<file path="config.mk">
export PLATFORM = sky130hd
export DESIGN_NAME = vfg_gate
export DESIGN_NICKNAME = d
export VERILOG_FILES = /design/src/rtl/vfg_pkg.sv /design/src/rtl/vfg_gate.sv /design/src/rtl/vfg_legality.sv
export SDC_FILE = /design/constraint.sdc
export NUM_CORES = 1
export LEC_CHECK = 0
export BUFFER_PORTS_ARGS = -buffer_cell sky130_fd_sc_hd__clkbuf_2
export CELL_PAD_IN_SITES_DETAIL_PLACEMENT = 1
export CELL_PAD_IN_SITES_GLOBAL_PLACEMENT = 1
export CORE_ASPECT_RATIO = 1.75
export CORE_MARGIN = 8
export CORE_UTILIZATION = 35
export DETAILED_ROUTE_END_ITERATION = 16
export HOLD_SLACK_MARGIN = 0.02
export PLACE_DENSITY_LB_ADDON = 0.1
export SLEW_MARGIN = 10
export SYNTH_ARGS = -nofsm -noshare
export SYNTH_HDL_FRONTEND = slang
export SYNTH_HIERARCHICAL = 1
export SYNTH_SLANG_ARGS = --single-unit
</file>
<file path="constraint.sdc">
create_clock -name clk -period 8.7 [get_ports clk]
set_input_delay 0.87 -clock clk [delete_from_list [all_inputs] [get_ports clk]]
set_output_delay 0.87 -clock clk [all_outputs]
set_load 0.01 [all_outputs]
</file>
<file path="src/rtl/vfg_pkg.sv">
package vfg_pkg;

    // ------------------------------------------------------------------
    // Enumeration leaf numbers and result bit positions
    // ------------------------------------------------------------------
    localparam logic [31:0] LEAF_BASIC       = 32'h0000_0001;
    localparam logic [31:0] LEAF_EXT_FEATURE = 32'h0000_0007;
    localparam logic [31:0] SUBLEAF_ZERO     = 32'h0000_0000;
    localparam int BIT_FOUNDATION    = 16;
    localparam int BIT_DWORD_QWORD   = 17;
    localparam int BIT_GATHER_PF     = 26;
    localparam int BIT_EXP_RECIP     = 27;
    localparam int BIT_CONFLICT      = 28;
    localparam int BIT_BYTE_WORD     = 30;
    localparam int BIT_REDUCED_LEN   = 31;
    localparam int BIT_OS_STATE_SAVE = 27;

    // ------------------------------------------------------------------
    // Extended-state enable register fields
    // ------------------------------------------------------------------
    localparam int          XSE_WIDTH      = 64;
    localparam int          XSE_LOW_LSB    = 1;
    localparam int          XSE_HIGH_LSB   = 5;
    localparam logic [1:0]  XSE_LOW_NEED   = 2'h3;
    localparam logic [2:0]  XSE_HIGH_NEED  = 3'h7;
    localparam logic [63:0] XSE_RESET      = 64'h0000_0000_0000_0001;

    // ------------------------------------------------------------------
    // Vector length field encodings
    // ------------------------------------------------------------------
    typedef enum logic [1:0] {
        VFG_LEN_128 = 2'h0,
        VFG_LEN_256 = 2'h1,
        VFG_LEN_512 = 2'h2,
        VFG_LEN_RSV = 2'h3
    } vfg_len_t;

    typedef enum logic [2:0] {
        VFG_GRP_FOUNDATION = 3'h0,
        VFG_GRP_EXP_RECIP  = 3'h1,
        VFG_GRP_GATHER_PF  = 3'h2,
        VFG_GRP_CONFLICT   = 3'h3,
        VFG_GRP_DWORD_QW   = 3'h4,
        VFG_GRP_BYTE_WORD  = 3'h5,
        VFG_GRP_NONE       = 3'h6
    } vfg_group_t;

    typedef enum logic [2:0] {
        VFG_OP_VECTOR     = 3'h0,
        VFG_OP_STATE_SAVE = 3'h1,
        VFG_OP_STATE_REST = 3'h2,
        VFG_OP_CTRL_READ  = 3'h3,
        VFG_OP_CTRL_WRITE = 3'h4,
        VFG_OP_WPF_HINT   = 3'h5,
        VFG_OP_ENUM       = 3'h6
    } vfg_op_t;

    // Decoded instruction handed to the gate.
    typedef struct packed {
        vfg_op_t    op;
        vfg_group_t group;
        vfg_len_t   vlen;
        logic       no_128;        // Permute/shuffle/broadcast/extract/insert form.
        logic [31:0] leaf;
        logic [31:0] subleaf;
        logic [63:0] wdata;        // Value for an extended-control write.
    } vfg_req_t;

    // Outcome of one instruction.
    typedef struct packed {
        logic        valid;
        logic        fault_ud;
        logic        fault_gp;
        logic        exec;
        logic [31:0] res_b;
        logic [31:0] res_c;
        logic [63:0] rdata;
    } vfg_rsp_t;

    // Which groups the core implements.
    typedef struct packed {
        logic foundation;
        logic exp_recip;
        logic gather_pf;
        logic conflict;
        logic dword_qw;
        logic byte_word;
        logic reduced_len;
        logic state_save;
    } vfg_caps_t;

endpackage

</file>
<file path="src/rtl/vfg_gate.sv">
`timescale 1ns/1ps
module vfg_gate
    import vfg_pkg::*;
(
    input  wire logic      clk,           // 200 MHz core clock
    input  wire logic      reset,         // Asynchronous, active high
    input  wire logic      clk_en,        // Freezes all state while low
    input  wire vfg_caps_t caps,          // Implemented groups, same clock domain
    input  wire logic      os_enabled,    // Operating system turned on state saving
    input  wire logic      privileged,    // Current level is privileged
    input  wire logic      user_read_en,  // Control read allowed at user level
    input  wire logic      req_valid,     // Instruction presented this cycle
    input  wire vfg_req_t  req,           // Decoded instruction
    output vfg_rsp_t       rsp,           // Registered outcome, one cycle later
    output logic [63:0]    ext_state_enable_reg // Current enable register
);
    // ------------------------------------------------------------------
    // Decoding
    // ------------------------------------------------------------------
    logic [63:0] xse;
    wire logic   legal_ud;

    vfg_legality u_legal (
        .req  (req),
        .caps (caps),
        .xse  (xse),
        .ud   (legal_ud)
    );

    function automatic logic [31:0] leaf7_b(input vfg_caps_t c);
        logic [31:0] b;
        b = 32'h0000_0000;
        b[BIT_FOUNDATION]  = c.foundation;
        b[BIT_DWORD_QWORD] = c.dword_qw;
        b[BIT_GATHER_PF]   = c.gather_pf;
        b[BIT_EXP_RECIP]   = c.exp_recip;
        b[BIT_CONFLICT]    = c.conflict;
        b[BIT_BYTE_WORD]   = c.byte_word;
        b[BIT_REDUCED_LEN] = c.reduced_len;
        return b;
    endfunction

    // ------------------------------------------------------------------
    // Enumeration results
    // ------------------------------------------------------------------
    // The OS flag only shows when the save machinery exists behind it.
    wire logic        os_flag  = os_enabled & caps.state_save;
    wire logic        op_enum  = (req.op == VFG_OP_ENUM);
    wire logic        is_leaf7 = (req.leaf == LEAF_EXT_FEATURE) && (req.subleaf == SUBLEAF_ZERO);
    wire logic        is_leaf1 = (req.leaf == LEAF_BASIC);
    wire logic [31:0] os_bit   = 32'h0000_0001 << BIT_OS_STATE_SAVE;
    // Leaves that are not modelled answer with zeros, never with stale flags.
    wire logic [31:0] enum_b   = (op_enum && is_leaf7) ? leaf7_b(caps) : 32'h0000_0000;
    wire logic [31:0] enum_c   = (op_enum && is_leaf1 && os_flag) ? os_bit : 32'h0000_0000;

    // ------------------------------------------------------------------
    // Extended-control access and fault priority
    // ------------------------------------------------------------------
    // A write that would disable the base legacy state bit is refused.
    wire logic wr_op  = (req.op == VFG_OP_CTRL_WRITE);
    wire logic rd_op  = (req.op == VFG_OP_CTRL_READ);
    wire logic gp_wr  = wr_op && (!privileged || !req.wdata[0]);
    wire logic gp_rd  = rd_op && !privileged && !user_read_en;
    wire logic ud_now = legal_ud;
    // An invalid opcode outranks the privilege fault, so no instruction reports both.
    wire logic gp_now = !ud_now && (gp_wr || gp_rd);
    wire logic do_wr  = req_valid && wr_op && !ud_now && !gp_wr;
    wire logic rd_ok  = rd_op && !ud_now && !gp_rd;

    // ------------------------------------------------------------------
    // Next outcome
    // ------------------------------------------------------------------
    // The result words follow the request even without the strobe; only the
    // strobe-qualified flags tell a consumer whether the words mean anything.
    wire logic        next_valid = req_valid;
    wire logic        next_ud    = req_valid && ud_now;
    wire logic        next_gp    = req_valid && gp_now;
    wire logic        next_exec  = req_valid && !ud_now && !gp_now;
    wire logic [63:0] next_rdata = rd_ok ? xse : 64'h0000_0000_0000_0000;
    wire logic [63:0] next_xse   = do_wr ? req.wdata : xse;

    // ------------------------------------------------------------------
    // Registered outcome
    // ------------------------------------------------------------------
    logic        out_valid;
    logic        out_ud;
    logic        out_gp;
    logic        out_exec;
    logic [31:0] out_res_b;
    logic [31:0] out_res_c;
    logic [63:0] out_rdata;

    // Every field of the outcome is a flip-flop; the struct is only wiring.
    assign rsp = {out_valid, out_ud, out_gp, out_exec, out_res_b, out_res_c, out_rdata};

    // ------------------------------------------------------------------
    // State
    // ------------------------------------------------------------------
    // Each register is gated by the clock enable alone, so a low enable holds
    // the whole outcome exactly as the last enabled edge left it.
    always_ff @(posedge clk or posedge reset) begin
        if (reset) begin
            xse <= XSE_RESET;
        end else if (clk_en) begin
            xse <= next_xse;
        end
    end

    // The port copy is a separate flip-flop so that the output never sees the decode path.
    always_ff @(posedge clk or posedge reset) begin
        if (reset) begin
            ext_state_enable_reg <= XSE_RESET;
        end else if (clk_en) begin
            ext_state_enable_reg <= next_xse;
        end
    end

    always_ff @(posedge clk or posedge reset) begin
        if (reset) begin
            out_valid <= 1'b0;
        end else if (clk_en) begin
            out_valid <= next_valid;
        end
    end

    always_ff @(posedge clk or posedge reset) begin
        if (reset) begin
            out_ud <= 1'b0;
        end else if (clk_en) begin
            out_ud <= next_ud;
        end
    end

    always_ff @(posedge clk or posedge reset) begin
        if (reset) begin
            out_gp <= 1'b0;
        end else if (clk_en) begin
            out_gp <= next_gp;
        end
    end

    always_ff @(posedge clk or posedge reset) begin
        if (reset) begin
            out_exec <= 1'b0;
        end else if (clk_en) begin
            out_exec <= next_exec;
        end
    end

    always_ff @(posedge clk or posedge reset) begin
        if (reset) begin
            out_res_b <= 32'h0000_0000;
        end else if (clk_en) begin
            out_res_b <= enum_b;
        end
    end

    always_ff @(posedge clk or posedge reset) begin
        if (reset) begin
            out_res_c <= 32'h0000_0000;
        end else if (clk_en) begin
            out_res_c <= enum_c;
        end
    end

    always_ff @(posedge clk or posedge reset) begin
        if (reset) begin
            out_rdata <= 64'h0000_0000_0000_0000;
        end else if (clk_en) begin
            out_rdata <= next_rdata;
        end
    end
endmodule

</file>
<file path="src/rtl/vfg_legality.sv">
`timescale 1ns/1ps
module vfg_legality
    import vfg_pkg::*;
(
    input  wire vfg_req_t  req,      // Decoded instruction
    input  wire vfg_caps_t caps,     // Implemented groups
    input  wire logic [63:0] xse,    // Extended-state enable register
    output logic           ud        // Invalid-opcode decision
);
    function automatic logic group_flag(input vfg_group_t g, input vfg_caps_t c);
        case (g)
            VFG_GRP_FOUNDATION: group_flag = c.foundation;
            VFG_GRP_EXP_RECIP:  group_flag = c.exp_recip;
            VFG_GRP_GATHER_PF:  group_flag = c.gather_pf;
            VFG_GRP_CONFLICT:   group_flag = c.conflict;
            VFG_GRP_DWORD_QW:   group_flag = c.dword_qw;
            VFG_GRP_BYTE_WORD:  group_flag = c.byte_word;
            default:            group_flag = 1'b0;
        endcase
    endfunction

    wire logic grp_ok   = caps.foundation & group_flag(req.group, caps);
    wire logic state_ok = (xse[XSE_LOW_LSB +: 2] == XSE_LOW_NEED) &&
                          (xse[XSE_HIGH_LSB +: 3] == XSE_HIGH_NEED);
    // Shorter lengths need the reduced-length support; some forms never take 128.
    wire logic len_ok   = (req.vlen == VFG_LEN_512) ||
                          (req.vlen == VFG_LEN_256 && caps.reduced_len) ||
                          (req.vlen == VFG_LEN_128 && caps.reduced_len && !req.no_128);
    // Length limits apply only to sibling groups with a reduced-length form.
    // The exponential and prefetch groups exist at full length only.
    wire logic len_need = (req.group != VFG_GRP_EXP_RECIP) && (req.group != VFG_GRP_GATHER_PF);
    wire logic len_fit  = len_need ? len_ok : (req.vlen == VFG_LEN_512);
    wire logic sv_ok    = caps.state_save && xse[0];

    always_comb begin
        case (req.op)
            VFG_OP_VECTOR:     ud = !(grp_ok && state_ok && len_fit);
            VFG_OP_STATE_SAVE,
            VFG_OP_STATE_REST,
            VFG_OP_CTRL_READ,
            VFG_OP_CTRL_WRITE: ud = !sv_ok;
            VFG_OP_WPF_HINT:   ud = !caps.gather_pf;
            VFG_OP_ENUM:       ud = 1'b0;
            default:           ud = 1'b1;
        endcase
    end
endmodule

</file>
==> results by stage, run 1 <==
CTS:
- The clock transition at the registers of the reported paths is 0.06 ns.
- At the later pin of the worst-skew pair, clock insertion delay measures 0.42 ns.
- After clock tree synthesis, the repair step resized 0 gates.
- The clock tree from TritonCTS is built.
- The post-CTS setup repair buffer count is 0.
- The worst-case clock buffer depth is 2.
- TritonCTS created 17 clock buffers.
- The root buffer cell is sky130_fd_sc_hd__clkbuf_16.
- For this design, the sink count on the clock tree is 140.
- The depth of the CTS H-tree is 4.
- The number of buffers added to fix hold violations after cts is 0.

Pwr:
- Power comes to 0.00154 W.
- Power spread over the standard cell area amounts to 185 nW/um2.
- In this run the static leakage power is 4.43 nW.
- The peak ir drop on the vdd network is 0.133 mV.

Timing:
- The time the final worst path needs with I/O delays and setup is 3.12 ns.
- After layout, the worst path uses 35.8% of the clock period.
- The worst pin sits at a relative slew slack of 35.1%.
- The number of endpoints with negative hold slack in the final report came to 0.
- Setup repair after global routing left no endpoint under its margin.
- Setup violations remaining at the end of the flow were counted as 0.
- The final max-slew violation count was 0.
- Clock skew on the completed layout was measured at 0.00573 ns.
- Summed over all failing endpoints, the final setup total negative slack is 0 ns.
- The slew at the pin with the worst max-slew slack is 0.974 ns.
- For this run, the top clock speed supported by timing is 321 MHz.

Worst setup path:
- STA classifies the critical path startpoint as a primary input.
- The data arrival at the endpoint of the critical path is 3.42 ns.
- The endpoint identified for the worst register-to-register timing path is xse[32].
- The startpoint identified for the worst register-to-register timing path is xse[7].
- The endpoint required time on the critical path is 9.00 ns.
- The critical setup path kind is in2reg.
- Grouping stages by cell kind, the critical path spends the most delay in buffers and inverters.
- Across all register-to-register paths, the minimum setup slack is 5.79 ns.
- The critical path capture point type is a flop.
- The signal on the critical path passes through clkbuf_2 > nand4b_4 > a311oi_2 > nand4_1 > a31o_1 > inv_1 > nand2_1 > nor4_4 > buf_4 > mux2_1.
- The critical-path cell with the highest stage delay is sky130_fd_sc_hd__buf_4.
- The path depth of the worst reg2reg path is 9.
- Counting both buffers and inverters, the worst setup path holds a total of 3.
- The largest driver fanout on the critical path is 64.
- The worst stage delay on the critical path is 0.72 ns.

Placement:
- Buffers placed on the I/O ports in this run total 291.
- Routability-driven placement finished with a final weighted congestion of 0.816.
- The HPWL after detailed placement is 16,300 um.

Yosys:
- The number of instances in the synthesized netlist is 581.
- The Yosys step of the flow raised 6 warnings.
- After synthesis, the cell types taking the most area are sky130_fd_sc_hd__dfrtp_1, sky130_fd_sc_hd__mux2_1, sky130_fd_sc_hd__buf_4, sky130_fd_sc_hd__o22ai_1, sky130_fd_sc_hd__inv_1.
- The number of enable-type register cells in the synthesized netlist is 0.
- The post-synthesis cell type with the largest combined area is sky130_fd_sc_hd__dfrtp_1.
- Counting flops and latches in the post-synthesis netlist gives 140.
- The predominant post-synthesis flop cell is sky130_fd_sc_hd__dfrtp_1.
- Synthesis instantiated 36 different standard cells from the library.
- The area of the mapped netlist is 6340 um2.
- Of all flip-flops after synthesis, the portion carrying an async set or reset was 100%.
- The top cell type by area accounts for 54.8% of the synthesized area.
- Averaged over all synthesized cells, the footprint is 10.9 um2.
- The sequential fraction of the synthesis area is 55.2%.

Drt:
- The final antenna-violating net count is 0.
- In the routed design, unresolved DRC markers number 0.
- The first routing iteration left 173 violations.
- The mean number of vias per cell is 4.64.
- The sum of routed wire length over all layers is 20,800 um.
- The routed wire length per instance is 18.8 um.
- The detailed-router iteration count before antenna repair is 4.
- The routed via count is 5,133.

Run status:
- The flow ran to the end, and the final reports show no timing, DRC or antenna violations.

GRT:
- The overall track demand over capacity in global routing is 18.4%.
- The number of antenna violations at the first check in global routing was 1.
- The overflow left after global routing is 0.
- The via count of the first global-routing pass is 5,839.
- The largest net degree at the start of global routing is 89.
- The first global-routing pass estimated 33,300 um of wire.

Finish:
- The post-route netlist has 39.1% of its cells at a drive strength greater than 1.
- Relative to the synthesized area, the layout overhead comes to 31.1%.
- In the final design database the tool counted 1,012 nets.
- The antenna diode instance count is 0.

Floorplanning:
- In this run the count of I/O pins placed on the die edge is 348.
- In this run the standard cell core region covers 17,900 um2.
- The die area is 22,900 um2.
- From left edge to right edge, the die measures 118 um.
- The starting density of the core is 35.5%.
- The height of the die is 194 um.
- Row generation in the floorplan step produced 65 rows.

Hold path:
- The path class of the tightest hold or removal check is reg2reg.
- The path with the worst hold slack has its endpoint at out_res_b[31].
- The cell depth of the worst hold path is 2.
- The startpoint identified for the worst hold timing path is out_res_b[31].

Run:
- Across the run, the number of max-cap violations was 0.
[report_power, final]
| group | switching, W | internal, W |
|---|---|---|
| clock | 0.000307 | 0.000373 |
| sequential | 0.0000231 | 0.000678 |
| combinational | 0.0000930 | 0.0000645 |
[synthesized netlist by cell type, types with 3 or more instances]
master and count:
sky130_fd_sc_hd__buf_2 7, sky130_fd_sc_hd__buf_4 61, sky130_fd_sc_hd__clkbuf_1 22, sky130_fd_sc_hd__dfrtp_1 139, sky130_fd_sc_hd__inv_1 78, sky130_fd_sc_hd__mux2_1 63
sky130_fd_sc_hd__nand2_1 72, sky130_fd_sc_hd__nand2b_1 10, sky130_fd_sc_hd__nand3_1 6, sky130_fd_sc_hd__nand3b_1 3, sky130_fd_sc_hd__nor2_1 6, sky130_fd_sc_hd__nor4_1 12
sky130_fd_sc_hd__o22ai_1 67, sky130_fd_sc_hd__o41ai_2 7, sky130_fd_sc_hd__or4_1 3
[worst reg2reg max path: cells and delay by family, from the launching register on]
family          cells  cell delay (ns)
buf+inv             2             0.82
flops               1             0.41
simple gates        4             0.62
mux                 1             0.44
compound gates      2             0.50
[final cells by class]
cell class	count	area, um2
fillers	2126	9580
flip-flops and latches	140	3500
multi-input cells	328	2180
repair buffers	295	1490
clock buffers	17	425
inverters	78	298
well taps	234	293
clock inverters	15	128
[cell usage in the layout (no fill, tap or decap), drive strengths merged, types with 2 or more instances in the layout]
cell and instances:
nand2b 10, or4 3, nand4 2, conb 56, clkinv 3, o41ai 7, nor2b 2, mux2 63
buf 5, nor2 6, nor4b 2, o22ai 67, clkinvlp 4, o21ai 2, nor4 13, clkbuf 307
inv 86, nand3b 4, nand3 6, nand2 72, dfrtp 139
[stage by stage]
stage | worst slack, ns | cells | hold WS [ns] | instance area [um2] | utilization [%]
2_1_floorplan | 4.08 | 636 | 0.488 | 6550 | -
3_3_place_gp | 5.21 | 1075 | 0.469 | 7760 | 43.4
3_5_place_dp | 5.16 | 1075 | 0.480 | 7760 | 43.4
4_1_cts | 5.61 | 1107 | 0.496 | 8320 | 46.5
5_1_grt | 5.41 | 1107 | 0.520 | 8320 | 46.5
6_report | 5.58 | 1107 | 0.489 | 8320 | 46.5
[state kept, by name, summed over array words and instances, names as in the netlist]
register / cells
out_ud: 1
out_valid: 1
out_gp: 1
out_res_c: 1
out_exec: 1
out_rdata: 64
out_res_b: 7
xse: 64
[cells by family after synthesis]
group	synth area share, %
muxes	11.3
buffers and inverters	13.7
and+or+nand+nor	10.1
other	0.0591
DFF	55.2
AOI/OAI and AO/OA	9.53
[per-layer routing]
metal	wire length, um	global-route usage [%]	vias to the layer above
met5	9	0	-
met4	489	7.01	2
met3	1550	6.62	29
met2	11100	33.3	220
met1	7650	18.9	2469
li1	-	-	2413
[worst max-delay path by stage]
| stage | from | to | cells after the start |
|---|---|---|---|
| final | req[136] | xse[32] | 10 |
| after global routing | req[136] | xse[32] | 10 |
| after CTS | req[136] | xse[32] | 10 |
| after detailed placement | req[136] | xse[32] | 10 |
| after global placement | req[136] | xse[29] | 10 |
| after floorplan | reset | out_exec | 1 |
(Power assumes the default switching activity.)
==> run 2: changes to the inputs <==
--- a/config.mk
+++ b/config.mk
@@ -10,7 +10,7 @@
 export CELL_PAD_IN_SITES_GLOBAL_PLACEMENT = 1
 export CORE_ASPECT_RATIO = 1.75
 export CORE_MARGIN = 8
-export CORE_UTILIZATION = 35
+export CORE_UTILIZATION = 33
 export DETAILED_ROUTE_END_ITERATION = 16
 export HOLD_SLACK_MARGIN = 0.02
 export PLACE_DENSITY_LB_ADDON = 0.1
==> constraint.sdc (replaced) <==
create_clock -name clk -period 3.16 [get_ports clk]
set_input_delay 0.316 -clock clk [delete_from_list [all_inputs] [get_ports clk]]
set_output_delay 0.316 -clock clk [all_outputs]
set_load 0.01 [all_outputs]
==> results by stage, run 2 (same netlist as run 1, synthesis figures left out) <==
Worst setup path:
- On the critical path the largest part of the delay comes from simple AND/OR/NAND/NOR gates.
- The critical path depth in cells is 9.
- The critical path goes through nand3_1 > a311oi_2 > nand4_1 > a31o_1 > inv_1 > nand2_1 > nor4_4 > buf_12 > mux2_1.
- The worst setup path is launched from a flop.
- The largest driver fanout on the critical path is 30.
- The number of buffers and inverters on the critical path is 2.
- STA puts the critical path data required time at 3.45 ns.
- The critical path is of the reg2reg type.
- The slowest stage of the critical path is the sky130_fd_sc_hd__dfrtp_1 cell.
- The data arrival at the endpoint of the critical path is 2.82 ns.
- For this run, the slowest stage of the critical path takes 0.39 ns.
- The path depth of the worst reg2reg path is 9.
- STA classifies the critical path endpoint as a flop.

CTS:
- Gates resized during post-CTS repair numbered 0.
- The depth of the CTS H-tree is 4.
- Clock latency on the worst-skew pair, taken at its later pin, is 0.41 ns.
- The worst-case clock buffer depth is 2.
- The post-CTS setup repair buffer count is 0.
- TritonCTS built the clock tree.
- The number of clock buffers added by TritonCTS is 17.
- Clock-pin slew was measured on the worst setup and hold paths at 0.06 ns.
- The clock net in this run drives a total of 140 sinks.
- The number of buffers added to fix hold violations after cts is 0.
- The cell sitting at the root of the clock tree is a sky130_fd_sc_hd__clkbuf_16.

GRT:
- The wire length of the first global-routing pass is 32,700 um.
- The largest net degree at the start of global routing is 141.
- The via count of the first global-routing pass is 5,778.
- The overflow left after global routing is 0.
- The overall track demand over capacity in global routing is 17.7%.
- The number of antenna violations at the first check in global routing is 1.

Floorplanning:
- The count of standard-cell rows is 67.
- The height of the die is 199 um.
- The floorplan die width is 121 um.
- In this run the count of I/O pins placed on the die edge is 348.
- The die covers 24,100 um2.
- For this configuration, the core starts out at a cell density of 33.3%.
- The region available for standard cell placement spans 19,000 um2.

Pwr:
- The leakage power total is 4.50 nW.
- Across the VDD grid, the largest voltage drop is 0.384 mV.
- Summing internal, switching and leakage power gives 0.00460 W.
- The power per cell area is 542 nW/um2.

Placement:
- The number of placed instances, taps included, is 1,085.
- The placer's final routability congestion estimate is 0.808.
- Input and output buffers added on the ports amount to 291.
- The wire-length estimate of the detail-placed layout is 16,600 um.
- The total placed instance area is 7830 um2.

Timing:
- The worst hold margin is 0.106 ns.
- The smallest clock period supported by the final layout is computed as 2.54 ns.
- The number of endpoints with negative hold slack in the final report came to 0.
- The final clock skew is 0.00673 ns.
- The final max-slew violation count was 0.
- The fmax is 394 MHz.
- In the finished design, the share of the clock period the worst path needs comes to 80.3%.
- The headroom to the max-slew limit is 48.9%.
- The final-report setup violation count is 0.
- The slew at the pin with the worst max-slew slack is 0.767 ns.
- Setup repair after global routing left no endpoint under its margin.
- The setup TNS is 0 ns.

Finish:
- The most common library cell in the layout ignoring fill and taps is sky130_fd_sc_hd__clkbuf_2.
- The filler cells instantiated in the layout total 2,273.
- Leaving out fill and tap cells, the most frequent cells in the layout are sky130_fd_sc_hd__clkbuf_2, sky130_fd_sc_hd__dfrtp_1, sky130_fd_sc_hd__inv_1.
- The area overhead of the layout relative to synthesis is 33.8%.
- In the final layout, the registers with the most flip-flops are out_rdata x64, xse x64, out_res_b x7.
- Leaving out filler cells and counting taps, the final layout contains 1,117.
- The layout net count is 1,015.
- In the final layout, the share of cells above drive strength 1 is 38.9%.
- Summing all multi-input logic gate instances after layout gives 2180 um2.
- The area of all placed cells without fillers is 8490 um2.
- The antenna diode instance count is 0.
- In the final layout, flip-flops and latches occupy 3500 um2.

Drt:
- In the final routed layout, each cell accounts on average for 18.8 um.
- For this run, design rule violations remaining after detail routing come to 0.
- The detailed-router iteration count before antenna repair is 5.
- The starting DRC count in detailed routing is 164.
- Once detail routing completed, the nets flagged for antenna violations numbered 0.
- Using the TritonRoute via totals, the vias-per-cell ratio works out to 4.59.
- The final layout contains routed wiring with a total length of 21,000 um.
- The routed via count is 5,127.

Hold path:
- The min-delay analysis places its worst path in the category in2async.

Run status:
- The run finished with clean final reports.

Run:
- The max-cap violation count is 0.
==> run 2: metrics by stage <==
step	utilization (%)	worst slack [ns]
floorplan	-	0.742
global placement	41.1	0.574
detailed placement	41.1	0.508
CTS	44.6	0.535
global route	44.6	0.388
finish	44.6	0.624
==> run 2: tightest hold or removal path: stages <==
cell and delay, ns:
sky130_fd_sc_hd__clkbuf_2 0.10, sky130_fd_sc_hd__clkinvlp_4 0.07, sky130_fd_sc_hd__buf_12 0.54
==> run 2: metal layers <==
metal	track usage (%)	share of wire (%)	vias to the layer above	routed length (um)
met2	32.9	56	213	11800
met1	17.8	34	2488	7220
li1	-	-	2401	-
met4	6.60	1.5	2	318
met3	5.57	7.8	23	1640
met5	0	0.062	-	13
==> run 2: power breakdown <==
| group | total [W] | switching [W] | leakage [nW] | internal (W) |
|---|---|---|---|---|
| combinational | 0.000437 | 0.000257 | 2.26 | 0.000181 |
| clock | 0.00223 | 0.000752 | 0.314 | 0.00148 |
| sequential | 0.00193 | 0.0000651 | 1.93 | 0.00187 |
==> run 2: cell type report <==
class / count / area share (%)
Multi-Input combinational cell: 328 / 25.7
Timing Repair Buffer: 298 / 18.3
Inverter: 78 / 3.49
Sequential cell: 140 / 41.3
Tap cell: 241 / 3.55
Clock buffer: 20 / 5.15
Clock inverter: 12 / 2.58
==> run 2: final timing paths <==
check	start	endpoint	slack [ns]
worst max-delay path	xse[6]	xse[10]	0.62
worst min-delay path	reset	out_rdata[45]	0.11
worst max register to register	xse[6]	xse[10]	0.62
worst min register to register	out_res_b[16]	out_res_b[16]	0.48
max in group asynchronous	reset	out_rdata[34]	2.47
min in group clk	req[30]	xse[30]	0.12
==> run 3: changes to the inputs <==
--- a/config.mk
+++ b/config.mk
@@ -5,12 +5,13 @@
 export SDC_FILE = /design/constraint.sdc
 export NUM_CORES = 1
 export LEC_CHECK = 0
+export ABC_AREA = 1
 export BUFFER_PORTS_ARGS = -buffer_cell sky130_fd_sc_hd__clkbuf_2
 export CELL_PAD_IN_SITES_DETAIL_PLACEMENT = 1
 export CELL_PAD_IN_SITES_GLOBAL_PLACEMENT = 1
 export CORE_ASPECT_RATIO = 1.75
 export CORE_MARGIN = 8
-export CORE_UTILIZATION = 33
+export CORE_UTILIZATION = 28
 export DETAILED_ROUTE_END_ITERATION = 16
 export HOLD_SLACK_MARGIN = 0.02
 export PLACE_DENSITY_LB_ADDON = 0.1
==> constraint.sdc (replaced) <==
create_clock -name clk -period 2.3 [get_ports clk]
set_input_delay 0.23 -clock clk [delete_from_list [all_inputs] [get_ports clk]]
set_output_delay 0.23 -clock clk [all_outputs]
set_load 0.01 [all_outputs]
==> results by stage, run 3 <==
Timing:
- Setup violations remaining at the end of the flow were counted as 0.
- For the finished layout, the period the worst path requires is 2.06 ns.
- The final max-slew violation count is 0.
- The slew at the pin with the worst max-slew slack is 0.712 ns.
- The final setup slack of the worst path is 0.239 ns.
- Timing would allow up to 485 MHz.
- The number of endpoints with negative hold slack in the final report is 0.
- Setup repair after global routing left no endpoint under its margin.
- Setup total negative slack on the finished layout was measured at 0 ns.
- The final clock skew is 0.00899 ns.
- The part of the cycle the worst path needs is 89.6%.
- Headroom to the max-slew limit came out at 52.6%.

Yosys:
- Yosys printed 6 warnings.
- The number of enable-type register cells in the synthesized netlist is 0.
- Sorting the synthesized cells by area gives the leading types as sky130_fd_sc_hd__dfrtp_1, sky130_fd_sc_hd__nand2_1, sky130_fd_sc_hd__o21ai_0, sky130_fd_sc_hd__buf_4, sky130_fd_sc_hd__inv_1.
- After Yosys synthesis, XOR and XNOR cells account for 0% of the synthesized area.
- The post-synthesis cell type with the largest combined area is sky130_fd_sc_hd__dfrtp_1.
- After synthesis, the mean cell area works out to 8.16 um2.
- The number of different library cells in the post-synthesis netlist is 27.
- The top cell type by area accounts for 53.6% of the synthesized area.
- Summing the sequential cell areas from Yosys gives 54.0% of the chip area.
- The cell area that synthesis handed to floorplanning was 6490 um2.
- The commonest cells after synthesis are sky130_fd_sc_hd__nand2_1, sky130_fd_sc_hd__dfrtp_1, sky130_fd_sc_hd__o21ai_0, sky130_fd_sc_hd__inv_1, sky130_fd_sc_hd__buf_4.
- The synthesized netlist devotes 10.5% of its cell area to compound gates.
- After Yosys synthesis, and, or, nand and nor cells account for 20.6% of the synthesized area.
- The share of synthesized registers carrying an async set or reset is 100%.
- After Yosys synthesis, full adders, half adders and majority gates account for 0% of the synthesized area.
- The predominant post-synthesis flop cell is sky130_fd_sc_hd__dfrtp_1.
- The mux share of post-synthesis cell area is 0%.
- The cell with the most instances after synthesis is sky130_fd_sc_hd__nand2_1.
- The main combinational cell family by area after synthesis is simple AND/OR/NAND/NOR gates.
- The number of instances in the synthesized netlist is 795.
- Counting flops and latches in the post-synthesis netlist gives 140.

Pwr:
- The sequential power share is 45.5%.
- The power per cell area is 670 nW/um2.
- In this run switching power makes up 26.7% of total power.
- Combinational cells account for 12.7% of the total power.
- The clock network is responsible for 41.8% of the overall power.
- The leakage power total is 4.91 nW.
- The peak ir drop on the vdd network is 0.327 mV.
- Overall power consumption after layout is estimated at 0.00591 W.
- The internal power of the cells totals 0.00433 W.
- Summed over all nets, the switching power comes to 0.00158 W.

Finish:
- The antenna diode instance count is 0.
- The area overhead of the layout relative to synthesis is 35.8%.
- The library cell used most frequently in the layout, excluding fill and tap cells, is sky130_fd_sc_hd__clkbuf_2.
- The area of all placed cells without fillers is 8810 um2.
- The sequential cells in the finished layout cover a total of 3500 um2.
- Counting the fill cells in the layout gives 2,841.
- Summing all multi-input logic gate instances after layout gives 2230 um2.
- After the last flow step, the layout net total stands at 1,248.
- The largest registers in the layout are out_rdata x64, xse x64, out_res_b x7.
- In the layout the commonest cells are sky130_fd_sc_hd__clkbuf_2, sky130_fd_sc_hd__nand2_1, sky130_fd_sc_hd__dfrtp_1.
- In the final layout, the share of cells above drive strength 1 is 30.9%.
- The post-layout instance count excluding filler cells is 1,407.

Worst setup path:
- Data on the critical path is required at its endpoint by 2.59 ns.
- STA classifies the critical path startpoint as a flop.
- At the worst endpoint, the arrival time is 2.35 ns.
- The largest driver fanout on the critical path is 63.
- The critical setup path kind is reg2reg.
- STA classifies the critical path endpoint as a flop.

Drt:
- The final antenna-violating net count is 0.
- For this run, design rule violations remaining after detail routing come to 0.
- Wire segments on met3 add up to 2050 um in the final route.
- The sum of routed wire length over all layers is 24,200 um.
- Using the TritonRoute via totals, the vias-per-cell ratio works out to 4.23.
- The routed wire length per instance is 17.2 um.
- The highest metal layer carrying signal wires in the routed design is met5.
- The starting DRC count in detailed routing is 198.
- The detailed-router iteration count before antenna repair is 4.
- Detailed routing inserted a total of 5,948 vias.
- The detailed router put a total of 8570 um of wire on met1.
- The routed design uses 13,300 um of met2 wire.

CTS:
- Clock-pin slew was measured on the worst setup and hold paths at 0.06 ns.
- The worst-case clock buffer depth is 2.
- CTS placed an instance of sky130_fd_sc_hd__clkbuf_16 at the clock tree root.
- The clock latency reported for the late side of the worst-skew pair is 0.41 ns.
- TritonCTS built the clock tree.
- The number of clock sinks is 140.
- The number of clock buffers inserted by TritonCTS is 17.
- The depth of the CTS H-tree is 4.

Placement:
- After legalization and detailed placement, the total HPWL measured 18,400 um.
- Including well taps, the total number of placed cells is 1,355.
- The number of buffers added on ports is 291.
- After detailed placement, the total cell area comes to 8050 um2.
- At the end of routability-driven placement, the weighted congestion stood at 0.754.
- Timing analysis after detailed placement gives a worst setup slack of 0.234 ns.

GRT:
- Summed over all layers, the global routing overflow is 0.
- Entering global routing, the biggest net connects 128 pins.
- The via count of the first global-routing pass is 6,398.
- The wire length of the first global-routing pass is 36,300 um.
- The number of antenna violations at the first check in global routing is 1.
- The overall track demand over capacity in global routing is 16.7%.

Floorplanning:
- Once the floorplan was initialized, standard cells occupied 28.5% of the core.
- The core region is 22,700 um2.
- Measured along the x axis, the die boundary spans 131 um.
- The height of the die is 217 um.
- After floorplanning, the core was divided into 73 placement rows.
- 348 I/O pins were placed.
- The die covers 28,500 um2.

Run status:
- The flow ran to the end, and the final reports show no timing, DRC or antenna violations.

Run:
- The max-cap violation count is 0.

Hold path:
- The type of the worst min-delay path is in2reg.
[run 3: layout make-up]
class                           count  area share (%)
Sequential cell                   140            39.8
Multi-Input combinational cell    523            25.3
Timing Repair Buffer              322            20.8
Clock buffer                       23            5.43
Tap cell                          300            4.26
Inverter                           92            3.96
Clock inverter                      7           0.483
[run 3: repair_timing]
action | in CTS | in global routing
resized for setup | 0 | 1
setup endpoints to repair | 0 | 3
hold endpoints to repair | 39 | 0
buffers inserted | 0 | 0
hold buffers | 21 | 0
[run 3: power groups by stage]
stage / logic [W] / clock network [W] / registers, W
after floorplan: 0.000378 / 0 / 0.00276
after global placement: 0.000730 / 0 / 0.00273
after detailed placement: 0.000742 / 0 / 0.00273
after CTS: 0.000772 / 0.00256 / 0.00269
after global routing: 0.000854 / 0.00264 / 0.00270
final: 0.000751 / 0.00247 / 0.00268
[run 3: worst max-delay path, cell delays in order, from the launching register on]
cell                        delay, ns
sky130_fd_sc_hd__dfrtp_1         0.41
sky130_fd_sc_hd__nand2_1         0.07
sky130_fd_sc_hd__nor2_1          0.12
sky130_fd_sc_hd__nand2_1         0.13
sky130_fd_sc_hd__nor2_2          0.10
sky130_fd_sc_hd__nand3_1         0.11
sky130_fd_sc_hd__nand2_1         0.07
sky130_fd_sc_hd__nand2_1         0.11
sky130_fd_sc_hd__nor2_4          0.16
sky130_fd_sc_hd__nand4_4         0.17
sky130_fd_sc_hd__clkbuf_16       0.30
sky130_fd_sc_hd__nand2_1         0.10
sky130_fd_sc_hd__o21ai_0         0.07
[run 3: worst paths after layout]
check / from / to / slack (ns) / cells past startpoint
min reg2reg: out_res_b[30] / out_res_b[30] / 0.48 / 2
min: req[21] / xse[21] / 0.04 / 3
max reg2reg: xse[5] / xse[12] / 0.24 / 12
min in group asynchronous: reset / xse[31] / 0.41 / 3
max in group asynchronous: reset / xse[0] / 1.23 / 4
max: xse[5] / xse[12] / 0.24 / 12
[run 3: cell families after synthesis]
| logic type | count (synthesis) |
|---|---|
| other cells | 1 |
| flops | 140 |
| simple gates | 335 |
| compound gates | 132 |
| buf+inv | 187 |
[run 3: stage by stage]
stage | utilization [%] | hold slack [ns]
floorplan | - | 0.363
global placement | 35.4 | 0.314
detailed placement | 35.4 | 0.313
CTS | 38.6 | 0.0205
global route | 38.7 | 0.0344
finish | 38.7 | 0.0372
[run 3: metal layers]
layer	up-vias	track usage, %
met5	-	0
li1	2926	-
met3	12	4.82
met4	2	4.92
met2	224	31.9
met1	2784	16.6
